**src/core/memsync_pkg.sv**
```systemverilog
package memsync_pkg;

  localparam int ADDR_W = 32;
  // reservation granule: one 32-byte cache block
  localparam int BLOCK_BYTES = 32;
  localparam int BLOCK_LSB = $clog2(BLOCK_BYTES);
  localparam int WORD_LSB = 2;
  localparam int DWORD_LSB = 3;

  // operation codes offered at dispatch
  typedef enum logic [2:0]
  {
    OP_NONE  = 3'b000,
    OP_LOADR = 3'b001,
    OP_STCND = 3'b010,
    OP_SYNC  = 3'b011,
    OP_IOBAR = 3'b100,
    OP_ISYNC = 3'b101
  } op_type;

  // address-only bus barrier kinds
  typedef enum logic [1:0]
  {
    BAR_NONE = 2'b00,
    BAR_SYNC = 2'b01,
    BAR_IO   = 2'b10
  } bar_type;

  typedef enum logic [2:0]
  {
    ST_IDLE     = 3'b000,
    ST_SYNC_LSU = 3'b001,
    ST_SYNC_BUS = 3'b010,
    ST_IO_WAIT  = 3'b011,
    ST_IO_BUS   = 3'b100,
    ST_IS_DRAIN = 3'b101,
    ST_IS_FETCH = 3'b110
  } state_type;

  localparam logic [3:0] CR_UNDEF = 4'h0;

endpackage : memsync_pkg

```
**src/core/memsync_ctrl.sv**
```systemverilog
// Contract
// - misaligned load-reserve or store-conditional word raises an alignment exception
// - reservation kept per 32-byte cache block, not per word
// - sync may go with older ones; younger dispatch stalls until it completes
// - prefetched buffer contents survive sync and issue afterwards unrefetched
// - sync goes to load/store unit and out as a bus barrier
// - sync or load-reserve with record bit set leaves condition field zero undefined
// - store-conditional with record bit clear leaves condition field zero undefined
// - io barrier waits older uncached/write-through ops; younger ones wait for it
// - io barrier issues address-only barrier on the external bus
// - isync waits older completion, discards prefetch, continues sequentially
module memsync_ctrl
  import memsync_pkg::*;
#(
  parameter int AW = ADDR_W
)
(
  // clock and reset
  input  wire logic          clk,
  input  wire logic          arst_n,
  // dispatch
  input  wire logic          op_valid,
  input  wire op_type        op_code,
  input  wire logic          record_bit,
  input  wire logic [AW-1:0] op_addr,
  input  wire logic [AW-1:0] next_pc,
  input  wire logic          older_done,
  input  wire logic          older_io_done,
  // load_store_unit
  input  wire logic          lsu_ready,
  // external bus
  input  wire logic          bus_ack,
  input  wire logic          snoop_wr,
  input  wire logic [AW-1:0] snoop_addr,
  // dispatch control
  output logic               dispatch_stall,
  output logic               op_accept,
  output logic               align_exc,
  // load_store_unit requests
  output logic               load_store_unit_barrier,
  output logic               load_store_unit_store,
  output logic               io_younger_hold,
  // bus barrier
  output logic               bus_req,
  output bar_type            bus_kind,
  // condition field zero
  output logic               cr0_we,
  output logic [3:0]         condition_field_zero,
  // fetch
  output logic               ibuf_flush,
  output logic               fetch_req,
  output logic [AW-1:0]      fetch_addr
);

  state_type state_reg, state_next;
  logic      dispatch_stall_reg, op_accept_reg, align_exc_reg;
  logic      lsu_bar_reg, lsu_st_reg, io_hold_reg, bus_req_reg;
  bar_type   bus_kind_reg;
  logic      cr0_we_reg, flush_reg, fetch_req_reg;
  logic [3:0] cr0_reg;
  logic [AW-1:0] fetch_addr_reg, pc_hold_reg;
  logic      res_hit;

  ////////////////////////////////////////////////////////////////////////////
  // decode
  wire idle      = (state_reg == ST_IDLE);
  wire take      = op_valid && idle;
  wire is_lr     = take && (op_code == OP_LOADR);
  wire is_sc     = take && (op_code == OP_STCND);
  wire misalign  = (op_addr[WORD_LSB-1:0] != 2'b00);
  wire lr_ok     = is_lr && !misalign;
  wire sc_ok     = is_sc && !misalign;
  wire sc_pass   = sc_ok && res_hit;
  // cr0 eq bit carries pass/fail; invalid forms give an undefined value
  wire sc_valid  = record_bit;
  wire cr_bad    = take && record_bit && (op_code == OP_SYNC || op_code == OP_LOADR);
  wire [3:0] sc_cr = {2'b00, sc_pass, 1'b0};

  reservation_tracker #(.AW(AW)) u_res
  (
    .clk        (clk),
    .arst_n     (arst_n),
    .set_en     (lr_ok),
    .clr_en     (sc_ok),
    .set_addr   (op_addr),
    .check_addr (op_addr),
    .snoop_wr   (snoop_wr),
    .snoop_addr (snoop_addr),
    .held       (),
    .hit        (res_hit)
  );

  ////////////////////////////////////////////////////////////////////////////
  // sequencer
  always_comb
  begin
    state_next = state_reg;
    case (state_reg)
      ST_IDLE:
        if (take)
        begin
          case (op_code)
            OP_SYNC:  state_next = ST_SYNC_LSU;
            OP_IOBAR: state_next = ST_IO_WAIT;
            OP_ISYNC: state_next = ST_IS_DRAIN;
            default:  state_next = ST_IDLE;
          endcase
        end
      ST_SYNC_LSU: if (lsu_ready) state_next = ST_SYNC_BUS;
      // acknowledge relies on the far cache finishing queued work
      ST_SYNC_BUS: if (bus_ack) state_next = ST_IDLE;
      ST_IO_WAIT:  if (older_io_done && lsu_ready) state_next = ST_IO_BUS;
      ST_IO_BUS:   if (bus_ack) state_next = ST_IDLE;
      ST_IS_DRAIN: if (older_done) state_next = ST_IS_FETCH;
      ST_IS_FETCH: state_next = ST_IDLE;
      default:     state_next = ST_IDLE;
    endcase
  end

  // sync keeps the buffer: no flush on its way back to idle
  wire stall_next = (state_next != ST_IDLE);
  wire lsu_bar_n  = (state_next == ST_SYNC_LSU) || (state_next == ST_IO_WAIT);
  wire bus_n      = (state_next == ST_SYNC_BUS) || (state_next == ST_IO_BUS);
  wire bar_type kind_n = (state_next == ST_SYNC_BUS) ? BAR_SYNC :
                         (state_next == ST_IO_BUS) ? BAR_IO : BAR_NONE;
  wire flush_n    = (state_reg == ST_IS_DRAIN) && older_done;
  // aligned double word of the next sequential instruction
  wire [AW-1:0] dw_addr = {pc_hold_reg[AW-1:DWORD_LSB], 3'b000};
  wire cr_we_n = cr_bad || (is_sc && !misalign);
  wire [3:0] cr_n = (cr_bad || (is_sc && !sc_valid)) ? CR_UNDEF : sc_cr;

  ////////////////////////////////////////////////////////////////////////////
  // registers
  always_ff @(posedge clk or negedge arst_n)
  begin
    if (!arst_n)
    begin
      state_reg          <= ST_IDLE;
      dispatch_stall_reg <= 1'b0;
      op_accept_reg      <= 1'b0;
      align_exc_reg      <= 1'b0;
      lsu_bar_reg        <= 1'b0;
      lsu_st_reg         <= 1'b0;
      io_hold_reg        <= 1'b0;
      bus_req_reg        <= 1'b0;
      bus_kind_reg       <= BAR_NONE;
      cr0_we_reg         <= 1'b0;
      cr0_reg            <= 4'h0;
      flush_reg          <= 1'b0;
      fetch_req_reg      <= 1'b0;
      fetch_addr_reg     <= '0;
      pc_hold_reg        <= '0;
    end
    else
    begin
      state_reg          <= state_next;
      dispatch_stall_reg <= stall_next;
      op_accept_reg      <= take;
      align_exc_reg      <= (is_lr || is_sc) && misalign;
      lsu_bar_reg        <= lsu_bar_n;
      lsu_st_reg         <= sc_pass && sc_valid;
      io_hold_reg        <= (state_next == ST_IO_WAIT) || (state_next == ST_IO_BUS);
      bus_req_reg        <= bus_n;
      bus_kind_reg       <= kind_n;
      cr0_we_reg         <= cr_we_n;
      cr0_reg            <= cr_n;
      flush_reg          <= flush_n;
      fetch_req_reg      <= flush_n;
      if (flush_n)
        fetch_addr_reg   <= dw_addr;
      if (take && op_code == OP_ISYNC)
        pc_hold_reg      <= next_pc;
    end
  end

  assign dispatch_stall          = dispatch_stall_reg;
  assign op_accept               = op_accept_reg;
  assign align_exc               = align_exc_reg;
  assign load_store_unit_barrier = lsu_bar_reg;
  assign load_store_unit_store   = lsu_st_reg;
  assign io_younger_hold         = io_hold_reg;
  assign bus_req                 = bus_req_reg;
  assign bus_kind                = bus_kind_reg;
  assign cr0_we                  = cr0_we_reg;
  assign condition_field_zero    = cr0_reg;
  assign ibuf_flush              = flush_reg;
  assign fetch_req               = fetch_req_reg;
  assign fetch_addr              = fetch_addr_reg;

endmodule : memsync_ctrl

```
**src/core/reservation_tracker.sv**
```systemverilog
module reservation_tracker
  import memsync_pkg::*;
#(
  parameter int AW = ADDR_W
)
(
  // clock and reset
  input  wire logic          clk,
  input  wire logic          arst_n,
  // core side
  input  wire logic          set_en,
  input  wire logic          clr_en,
  input  wire logic [AW-1:0] set_addr,
  input  wire logic [AW-1:0] check_addr,
  // snoop side
  input  wire logic          snoop_wr,
  input  wire logic [AW-1:0] snoop_addr,
  // state
  output logic               held,
  output logic               hit
);

  logic                  valid_reg;
  logic [AW-BLOCK_LSB-1:0] blk_reg;
  wire snoop_hit = snoop_wr && valid_reg && (snoop_addr[AW-1:BLOCK_LSB] == blk_reg);

  always_ff @(posedge clk or negedge arst_n)
  begin
    if (!arst_n)
    begin
      valid_reg <= 1'b0;
      blk_reg   <= '0;
    end
    else if (set_en)
    begin
      valid_reg <= 1'b1;
      blk_reg   <= set_addr[AW-1:BLOCK_LSB];
    end
    else if (clr_en || snoop_hit)
      valid_reg <= 1'b0;
  end

  assign held = valid_reg;
  // block compare, not word compare
  assign hit = valid_reg && !snoop_hit && (check_addr[AW-1:BLOCK_LSB] == blk_reg);

endmodule : reservation_tracker

```
**config.mk**
```make
export PLATFORM = sky130hd
export DESIGN_NAME = memsync_ctrl
export DESIGN_NICKNAME = d
export VERILOG_FILES = /design/src/core/memsync_pkg.sv /design/src/core/memsync_ctrl.sv /design/src/core/reservation_tracker.sv
export SDC_FILE = /design/constraint.sdc
export NUM_CORES = 1
export LEC_CHECK = 0
export BUFFER_PORTS_ARGS = -buffer_cell sky130_fd_sc_hd__buf_2
export CELL_PAD_IN_SITES_DETAIL_PLACEMENT = 2
export CELL_PAD_IN_SITES_GLOBAL_PLACEMENT = 2
export CORE_ASPECT_RATIO = 1.25
export CORE_UTILIZATION = 34
export CTS_CLUSTER_SIZE = 25
export DETAILED_ROUTE_END_ITERATION = 6
export PLACE_DENSITY = 0.9
export SLEW_MARGIN = 20
export SYNTH_ARGS = -nofsm -noshare
export SYNTH_HDL_FRONTEND = slang
export SYNTH_SLANG_ARGS = --single-unit
```
**constraint.sdc**
```tcl
create_clock -name clk -period 3.4 [get_ports clk]
set_input_delay 0.34 -clock clk [delete_from_list [all_inputs] [get_ports clk]]
set_output_delay 0.34 -clock clk [all_outputs]
set_load 0.1 [all_outputs]
```
---- After elaboration in Yosys (flattened, before gate mapping) ----
Index checks and enable logic that the tools add are counted.
Widths: inputs -> output; s select.
cells by class
  equal/unequal tests ..................... 16
  muxes and demuxes ....................... 12
  reductions and logical operators ........ 34
operators by type and width
  cell                number
  $eq 27x27->1        2
  $eq 3x2->1 const B  6
  $logic_and 1x1->1   18
  $eq 3x3->1 const B  5
  $mux 3              5
  $pmux 3 s5          1
  $eq 3x1->1 const B  3
  $pmux 3 s3          1
  $logic_or 1x1->1    8
  $mux 2              3
  $reduce_bool 2->1   2
  $logic_not 1->1     3
  $logic_not 3->1     1
  $reduce_bool 3->1   1
  $mux 1              2
  $reduce_or 2->1     1
word-level totals
  flip-flop bits (word level) ............. 105
  input port bits ......................... 108
  output and inout bits ................... 48
  word-level logic and storage cells ...... 78

---- Depth between registers and ports, before layout ----
Gate-level depths: netlist of run 1.
  word-level depth ........................ 7
  mapped depth ............................ 6
  gate-level depth less buffers ........... 5

---- Modules after synthesis ----
From an unflattened synthesis of run 1, not the netlist that was laid out.
unflattened totals
  cells, all modules ...................... 331
  area total of the unflattened synthesis .. 4,613.2 um^2
by module, submodules not included
  module               instances  cells each  area an instance (um^2)  seq. area each (um^2)
  memsync_ctrl         1          187         2,904.0                  1,826.8
  reservation_tracker  1          144         1,709.1                  700.7

---- Worst setup path after synthesis of run 1 ----
Ideal clock, no wire load.
  path type ............................... reg2reg
  start point ............................. register state_reg[0]
  end point ............................... register u_res.blk_reg[10]
  library setup time ...................... 0.127 ns
  data arrival time ....................... 1.714 ns
  slack ................................... 1.559 ns
  cell stages (with the launch flop) ...... 6
  buffers on the path ..................... 1
  cell sequence ........................... dfrtp_1 nor4b_4 nand4b_4 nor2_8 buf_6 mux2_1
on the way
  word-level cells in the longest chain between the ends .. 4
RTL lines
  element                   RTL line                   RTL
  start: declaration        memsync_ctrl.sv:55         state_type state_reg, state_next;
  start signal: assignment  memsync_ctrl.sv:156        state_reg <= state_next;
  $logic_not 3->1           memsync_ctrl.sv:66         wire idle = (state_reg == ST_IDLE);
  $logic_and 1x1->1         memsync_ctrl.sv:67         wire take = op_valid && idle;
  named net take            memsync_ctrl.sv:67
  $logic_and 1x1->1         memsync_ctrl.sv:68         wire is_lr = take && (op_code == OP_LOADR);
  $logic_and 1x1->1         memsync_ctrl.sv:71         wire lr_ok = is_lr && !misalign;
  end signal: assignment    reservation_tracker.sv:37  blk_reg <= set_addr[AW-1:BLOCK_LSB];
  end: declaration          reservation_tracker.sv:24  logic [AW-BLOCK_LSB-1:0] blk_reg;
The timed path passes the listed nets, and every way through them passes these cells.
A chain may end at the register's enable or synchronous reset.

---- Final worst setup path of run 1 ----
  start point ............................. register state_reg[2]
  end point ............................... register fetch_addr_reg[31], in the netlist fetch_addr[31]
on the way
  word-level cells in the longest chain between the ends .. 2
RTL lines
  element                 RTL line             RTL
  $eq 3x3->1              memsync_ctrl.sv:126  wire flush_n = (state_reg == ST_IS_DRAIN) && older_done;
  $logic_and 1x1->1       memsync_ctrl.sv:126
  end signal: assignment  memsync_ctrl.sv:170  fetch_addr_reg <= dw_addr;
  end: declaration        memsync_ctrl.sv:61   logic [AW-1:0] fetch_addr_reg, pc_hold_reg;
Every way passes these cells.

==> results of run 1 <==
[kinds of logic after synthesis]
| logic type | after synthesis | synth area share |
|---|---|---|
| simple gates | 145 | 0.157 |
| flops | 101 | 0.542 |
| mux | 57 | 0.146 |
| xor+xnor | 55 | 0.103 |
| buf+inv | 24 | 0.0309 |
| compound gates | 14 | 0.0204 |
| other cells | 1 | 0.000805 |
[how the worst min path moves through the flow]
stage                          from                end  slack (ns)  depth (start not counted)
finish                       arst_n  u_res.blk_reg[10]        0.04                          1
CTS                     next_pc[22]    pc_hold_reg[22]        0.22                          2
global placement    pc_hold_reg[10]     fetch_addr[10]        0.44                          2
detailed placement  pc_hold_reg[16]     fetch_addr[16]        0.46                          2
floorplan                    arst_n          align_exc        0.04                          0
global route                 arst_n  u_res.blk_reg[22]        0.08                          1
[cells in the final DEF (no fill, tap or decap), types with 4 or more instances in the layout]
| cell | instances |
|---|---|
| conb_1 | 6 |
| nand2_1 | 91 |
| dfrtp_1 | 101 |
| mux2_4 | 10 |
| inv_1 | 4 |
| clkbuf_16 | 9 |
| xnor2_1 | 41 |
| nand4_1 | 14 |
| mux2_2 | 26 |
| nor2_1 | 7 |
| nor4_1 | 8 |
| a21oi_1 | 6 |
| buf_2 | 137 |
| mux2_1 | 20 |
| xor2_1 | 14 |
[final cells by class]
type / count / area (µm²) / area share
Tap cell: 171 / 214 / 0.0371
Clock inverter: 5 / 35.0 / 0.00607
Timing Repair Buffer: 141 / 719 / 0.125
Multi-Input combinational cell: 277 / 2010 / 0.348
Inverter: 4 / 15.0 / 0.00260
Sequential cell: 101 / 2530 / 0.438
Clock buffer: 11 / 253 / 0.0438
[critical path: stages, from the launching register on]
cell     delay, ns
dfrtp_1       0.48
nor2b_1       0.27
nand3_1       0.14
buf_4         0.28
inv_1         0.78
nand2_1       0.13
nand2_1       0.11
[where the power goes]
part,switching (W),internal [W]
Sequential,0.000320,0.00163
Clock,0.000459,0.000537
Combinational,0.00151,0.000621
Total,0.00229,0.00278
[layer usage]
layer	track usage	vias up	part of all wire
met4	0.0662	2	0.021
met5	0	-	0.00088
li1	-	1592	-
met1	0.209	1795	0.37
met3	0.0473	22	0.049
met2	0.391	113	0.56
[per-stage QoR]
stage,util,cells,hold WS [ns],total power (W),area [µm²]
after floorplan,-,402,0.0444,0.00359,4680
after global placement,0.412,694,0.443,0.00396,5480
after detailed placement,0.412,694,0.458,0.00412,5480
after CTS,0.434,710,0.220,0.00515,5770
after global routing,0.434,710,0.0838,0.00533,5770
final,0.434,710,0.0443,0.00508,5770
==> reports/metrics.csv, run 1 <==
metric;value;unit
max_slew_margin;0.319;
drt-vias-per-instance;4.96;
min_path_type;input pin to asynchronous set/reset pin;
hold_viol;0;
drt_iter0_drc;100;
cp-start-kind;register;
yosysTopAreaCell;dfrtp_1;
max_freq;0.432;GHz
fin_setup_tns;0;ns
holdBufCountCts;0;
grt_max_degree;82;
num_antenna_cells;0;
timing.rr.end;fetch_addr[31];
leakagePower;3.02;nW
rows;47;
synth_area;4660;µm²
htree_levels;3;
grt_pass1_vias;4176;
n_fill_cell;1434;
cts_root_buffer;clkbuf_16;
gp_congestion;0.802;
path_clk_slew;0.08;ns
fp.dieH;133;µm
clk_latency;0.34;ns
ys_types;41;
r2r_slack;1.08;ns
required;3.67;ns
die_area;14200;µm²
core;13300;µm²
finClkSkew;0.00975;ns
synth.yosys.seq_area_share;0.542;
cts_buffer_depth;2;
syn-mean-instance-area;11.7;µm²
endpoint_kind;register;
dp_worst_setup_slack;1.09;ns
syn-instance-count;397;
grt_antenna_before_repair;1;
start_util;0.351;
cts_tree;yes;
setup_slack;1.08;ns
worst_ir_drop_vdd;0.000434;V
yosys-top-cells-area;dfrtp_1 54%, xnor2_1 7.7%, nand2_1 7.3%;
drive_gt1_frac;0.369;
rsz0062_at_grt;no;
max_slew.worst_pin.slew;1.02;ns
ioPinCount;156;
hpwlAfterDp;10300;µm
drv_slew;0;
cts_resized;0;
vias;3524;
synth_edf_count;0;
crit_type;register to register;
port_buffers;138;
die_width;107;µm
synthTopCellsByCount;101 x dfrtp_1, 91 x nand2_1, 41 x xnor2_1, 26 x mux2_2, 20 x mux2_1;
totalWireLength;13600;µm
finalCriticalPeriod;2.32;ns
fin_crit_sh;0.681;
grt_first_pass_wirelength;21800;µm
gr-total-overflow;0;
post_cts_buffers;0;
numCtsBuffers;9;
drt_first_pass_iters;4;
ys.flop_type;dfrtp_1;
yosysWarnings;0;
r2r_cells;6;
async_flop_share;1.00;
status;completed;
syn2layout_area_growth;23.8;%
synth_top_area_share;0.542;
cts_sinks;101;
wire_per_inst;19.2;µm
finalNetCount;642;
drcViolationCount;0;
ys_seq_elements;101;
maxCapViolations;0;
r2r-start;state_reg[2];
p_per_area;880;nW/µm²
setup_viol;0;
crit_end;fetch_addr[31];
cp_max_fo;30;
synth.most_common_cell;dfrtp_1;
critPathArrivalTime;2.58;ns
ant_nets;0;
crit_start;state_reg[2];
globalRouteTotalUtil;0.202;
Power figures use the tool's default switching activity.
==> run 2: changes to the inputs <==
CORE_UTILIZATION = 28   (was 34)
PLACE_DENSITY = 0.8   (was 0.9)
clock period = 1.95 ns   (was 3.4 ns; I/O delays follow)
==> run 2 against run 1 <==
Against the previous run: first-iteration DRC count shrank 22%; routed wire length shrank 2.3%; die area grew 21%; sequential power grew 72%; setup slack lost 0.99 ns; cell area grew 3.3%; core utilization shrank 6.8 points; largest power group unchanged; cell count grew 8.0%; critical path depth shrank 1; combinational power grew 76%.
==> reports/metrics.csv, run 2 (synthesis gave the netlist of run 1 again) <==
metric;value;unit
max_freq;0.539;GHz
drcViolationCount;0;
ioPinCount;156;
critPathArrivalTime;2.09;ns
finalCriticalPeriod;1.85;ns
rows;52;
cts_sinks;101;
max_slew.worst_pin.slew;0.507;ns
core;16300;µm²
ant_nets;0;
status;completed;
drt_first_pass_iters;4;
grt_pass1_vias;4161;
numCtsBuffers;9;
p_per_area;1480;nW/µm²
maxCapViolations;0;
layout_common_cells;137 x buf_2, 100 x dfrtp_1, 91 x nand2_1;
drt-vias-per-instance;4.61;
cts_root_buffer;clkbuf_16;
r2r_slack;0.1;ns
n_fill_cell;1769;
crit_type;register to register;
cp_max_fo;3;
htree_levels;3;
syn2layout_area_growth;27.9;%
final_common_cell;buf_2;
num_antenna_cells;0;
finClkSkew;0.00703;ns
setup_slack;0.0962;ns
setup_viol;0;
fp.dieH;146;µm
grt_first_pass_wirelength;21700;µm
worst_ir_drop_vdd;0.000762;V
drive_gt1_frac;0.383;
totalWireLength;13300;µm
max_slew_margin;0.659;
clk_latency;0.35;ns
die_area;17200;µm²
port_buffers;138;
hold_viol;0;
rsz0062_at_grt;no;
cp-start-kind;register;
hpwlAfterDp;10200;µm
gp_congestion;0.822;
endpoint_kind;register;
drt_iter0_drc;78;
wire_per_inst;17.4;µm
dpl_cell_area;5650;µm²
fin_area;5960;µm²
required;2.19;ns
dp_worst_setup_slack;-0.00985;ns
fin_setup_tns;0;ns
die_width;117;µm
cts_buffer_depth;2;
gr-total-overflow;0;
finalNetCount;654;
path_clk_slew;0.07;ns
drv_slew;0;
fin_crit_sh;0.951;
cts_tree;yes;
min_path_type;input pin to register;
vias;3534;
grt_antenna_before_repair;1;
start_util;0.287;
leakagePower;3.08;nW
globalRouteTotalUtil;0.165;
grt_max_degree;62;
## run 2: worst max-delay path, cell delays in order, from the launching register on
cell	delay (ns)
dfrtp_1	0.42
xnor2_1	0.33
nand4_1	0.14
nor4_1	0.47
a41o_1	0.30
o2bb2ai_1	0.09
## run 2: where the power goes
part	switching, W	internal (W)	total, W
Sequential	0.000526	0.00284	0.00336
Clock	0.000842	0.000877	0.00172
Combinational	0.00263	0.00114	0.00377
## run 2: final timing paths
check,from,endpoint,cells past startpoint
worst min-delay path,next_pc[31],pc_hold_reg[31],2
worst min register to register,pc_hold_reg[15],fetch_addr[15],2
worst max register to register,u_res.blk_reg[25],u_res.held,5
worst max-delay path,u_res.blk_reg[25],u_res.held,5
min in group asynchronous,arst_n,u_res.blk_reg[8],3
max in group asynchronous,arst_n,fetch_addr[14],3
## run 2: through the flow
step	power (W)	utilization	instances	hold slack, ns
after floorplan	0.00625	-	402	-0.101
after global placement	0.00698	0.348	748	0.203
after detailed placement	0.00718	0.348	748	0.207
after CTS	0.00897	0.366	766	0.0513
after global routing	0.00931	0.367	767	0.0578
final	0.00885	0.367	767	0.0696
## run 2: metal layers
layer / up-vias / wire [µm] / track usage
met2: 136 / 6670 / 0.284
met5: - / 17 / 0
met4: 2 / 402 / 0.0877
met3: 25 / 827 / 0.0398
met1: 1748 / 5400 / 0.188
li1: 1623 / - / -
## run 2: cell type report
| type | instances | area, µm² | area share |
|---|---|---|---|
| clock buffer | 10 | 229 | 0.0384 |
| clock inverter | 6 | 47.5 | 0.00797 |
| inverter | 4 | 15.0 | 0.00252 |
| multi-input combinational | 277 | 2010 | 0.338 |
| sequential | 101 | 2530 | 0.424 |
| tap | 216 | 270 | 0.0453 |
| timing repair buffer | 153 | 858 | 0.144 |
## run 2: what timing repair did
item                       4_1_cts  5_1_grt
pin swaps                        1        1
setup endpoints to repair       18       19
hold endpoints to repair       101        0
buffers inserted                 1        1
hold buffers                     1        0
resized for setup                0        3
==> run 3: changes to the inputs <==
CORE_UTILIZATION = 34   (was 28)
PLACE_DENSITY = 0.82   (was 0.8)
clock period = 2.3 ns   (was 1.95 ns; I/O delays follow)
==> run 3 against run 2 <==
Against the previous run: fmax decreased by 4.2%; sequential share of layout area up 0.84 points; cell count decreased by 6.8%; sequential power is 15% lower; clock power fell by 11%; first-iteration DRC count shrank 47%; via count decreased by 3.4%; cell area is 2.0% lower; critical path type unchanged; largest power group unchanged.
==> reports/metrics.csv, run 3 (synthesis gave the netlist of run 1 again) <==
metric;value;unit
multiInputGateArea;2010;µm²
gr-total-overflow;0;
post_cts_buffers;0;
grt_antenna_before_repair;0;
fin_setup_tns;0;ns
die_area;14200;µm²
hold_path_depth;2;
cts_buffer_depth;2;
totalWireLength;12600;µm
cts_resized;0;
cts_sinks;101;
cts_tree;yes;
ioPinCount;156;
critPathTopFamily;simple AND/OR/NAND/NOR gates;
drive_gt1_frac;0.371;
start_util;0.351;
r2r_slack;0.37;ns
grt_max_degree;54;
drt_iter0_drc;41;
critPathArrivalTime;2.19;ns
setup_viol;0;
core;13300;µm²
endpoint_kind;register;
gp_congestion;0.859;
rows;47;
drcViolationCount;0;
status;completed;
die_width;107;µm
crit_chain;nor4b_4 > buf_4 > nand2b_1 > nor4_1 > nand4_1 > nor2_1;
worst_ir_drop_vdd;0.000566;V
holdWs;0.121;ns
fin_crit_sh;0.841;
layout_common_cells;137 x buf_2, 101 x dfrtp_1, 91 x nand2_1;
cts_root_buffer;clkbuf_16;
finalNetCount;647;
max_slew.worst_pin.slew;0.516;ns
critPathBufInv;1;
rsz0062_at_grt;no;
fp.dieH;133;µm
required;2.56;ns
max_freq;0.517;GHz
cp-start-kind;register;
grt_pass1_vias;4056;
wire_per_inst;17.6;µm
drt_first_pass_iters;4;
slowest_delay;0.47;ns
maxCapViolations;0;
port_buffers;138;
vias;3415;
drv_slew;0;
path_clk_slew;0.07;ns
p_per_area;1290;nW/µm²
max_slew_margin;0.658;
r2r_cells;6;
clk_latency;0.34;ns
crit_cells;6;
leakagePower;3.05;nW
final_common_cell;buf_2;
grt_first_pass_wirelength;20500;µm
n_fill_cell;1446;
drt-vias-per-instance;4.78;
hpwlAfterDp;9730;µm
finalCriticalPeriod;1.93;ns
ant_nets;0;
min_path_type;input pin to register;
crit_type;register to register;
crit_slowest_cell;dfrtp_1;
syn2layout_area_growth;25.4;%
globalRouteTotalUtil;0.187;
finClkSkew;0.00871;ns
numCtsBuffers;9;
regArea;2530;µm²
cp_max_fo;7;
htree_levels;3;
num_antenna_cells;0;
hold_viol;0;
[run 3: final timing paths]
kind                            startpoint                       to
max                           state_reg[0]  condition_field_zero[1]
min                            next_pc[12]          pc_hold_reg[12]
max reg2reg                   state_reg[0]  condition_field_zero[1]
min reg2reg                pc_hold_reg[11]           fetch_addr[11]
max in group asynchronous           arst_n    load_store_unit_store
min in group asynchronous           arst_n        u_res.blk_reg[11]
[run 3: what timing repair did]
item / in CTS / in global routing
endpoints found under the setup margin: 0 / 0
endpoints found under the hold margin: 17 / 0
hold buffers: 1 / 0
[run 3: final cells by class]
class                   count  share of cell area
flip-flops and latches    101               0.432
repair buffers            146               0.134
inverters                   4             0.00257
well taps                 171              0.0366
multi-input cells         277               0.344
clock buffers              10              0.0392
clock inverters             6              0.0120
[run 3: per-stage QoR]
| step | power (W) | setup slack, ns | cells | area [µm²] | utilization |
|---|---|---|---|---|---|
| finish | 0.00752 | 0.365 | 715 | 5840 | 0.440 |
| global route | 0.00791 | 0.216 | 715 | 5840 | 0.440 |
| CTS | 0.00764 | 0.321 | 715 | 5840 | 0.440 |
| detailed placement | 0.00605 | 0.335 | 698 | 5540 | 0.416 |
| global placement | 0.00589 | 0.407 | 698 | 5540 | 0.416 |
| floorplan | 0.00530 | 0.459 | 402 | 4680 | - |
[run 3: report_power, final]
part	switching, W	internal, W
sequential	0.000464	0.00240
clock	0.000677	0.000854
combinational	0.00219	0.000932
[run 3: layer usage]
layer  GRT usage  up-vias  wire [µm]
met1       0.203     1671       4810
li1            -     1607          -
met4      0.0632        0        241
met5           0        -          0
met3      0.0532       19        841
met2       0.343      118       6710
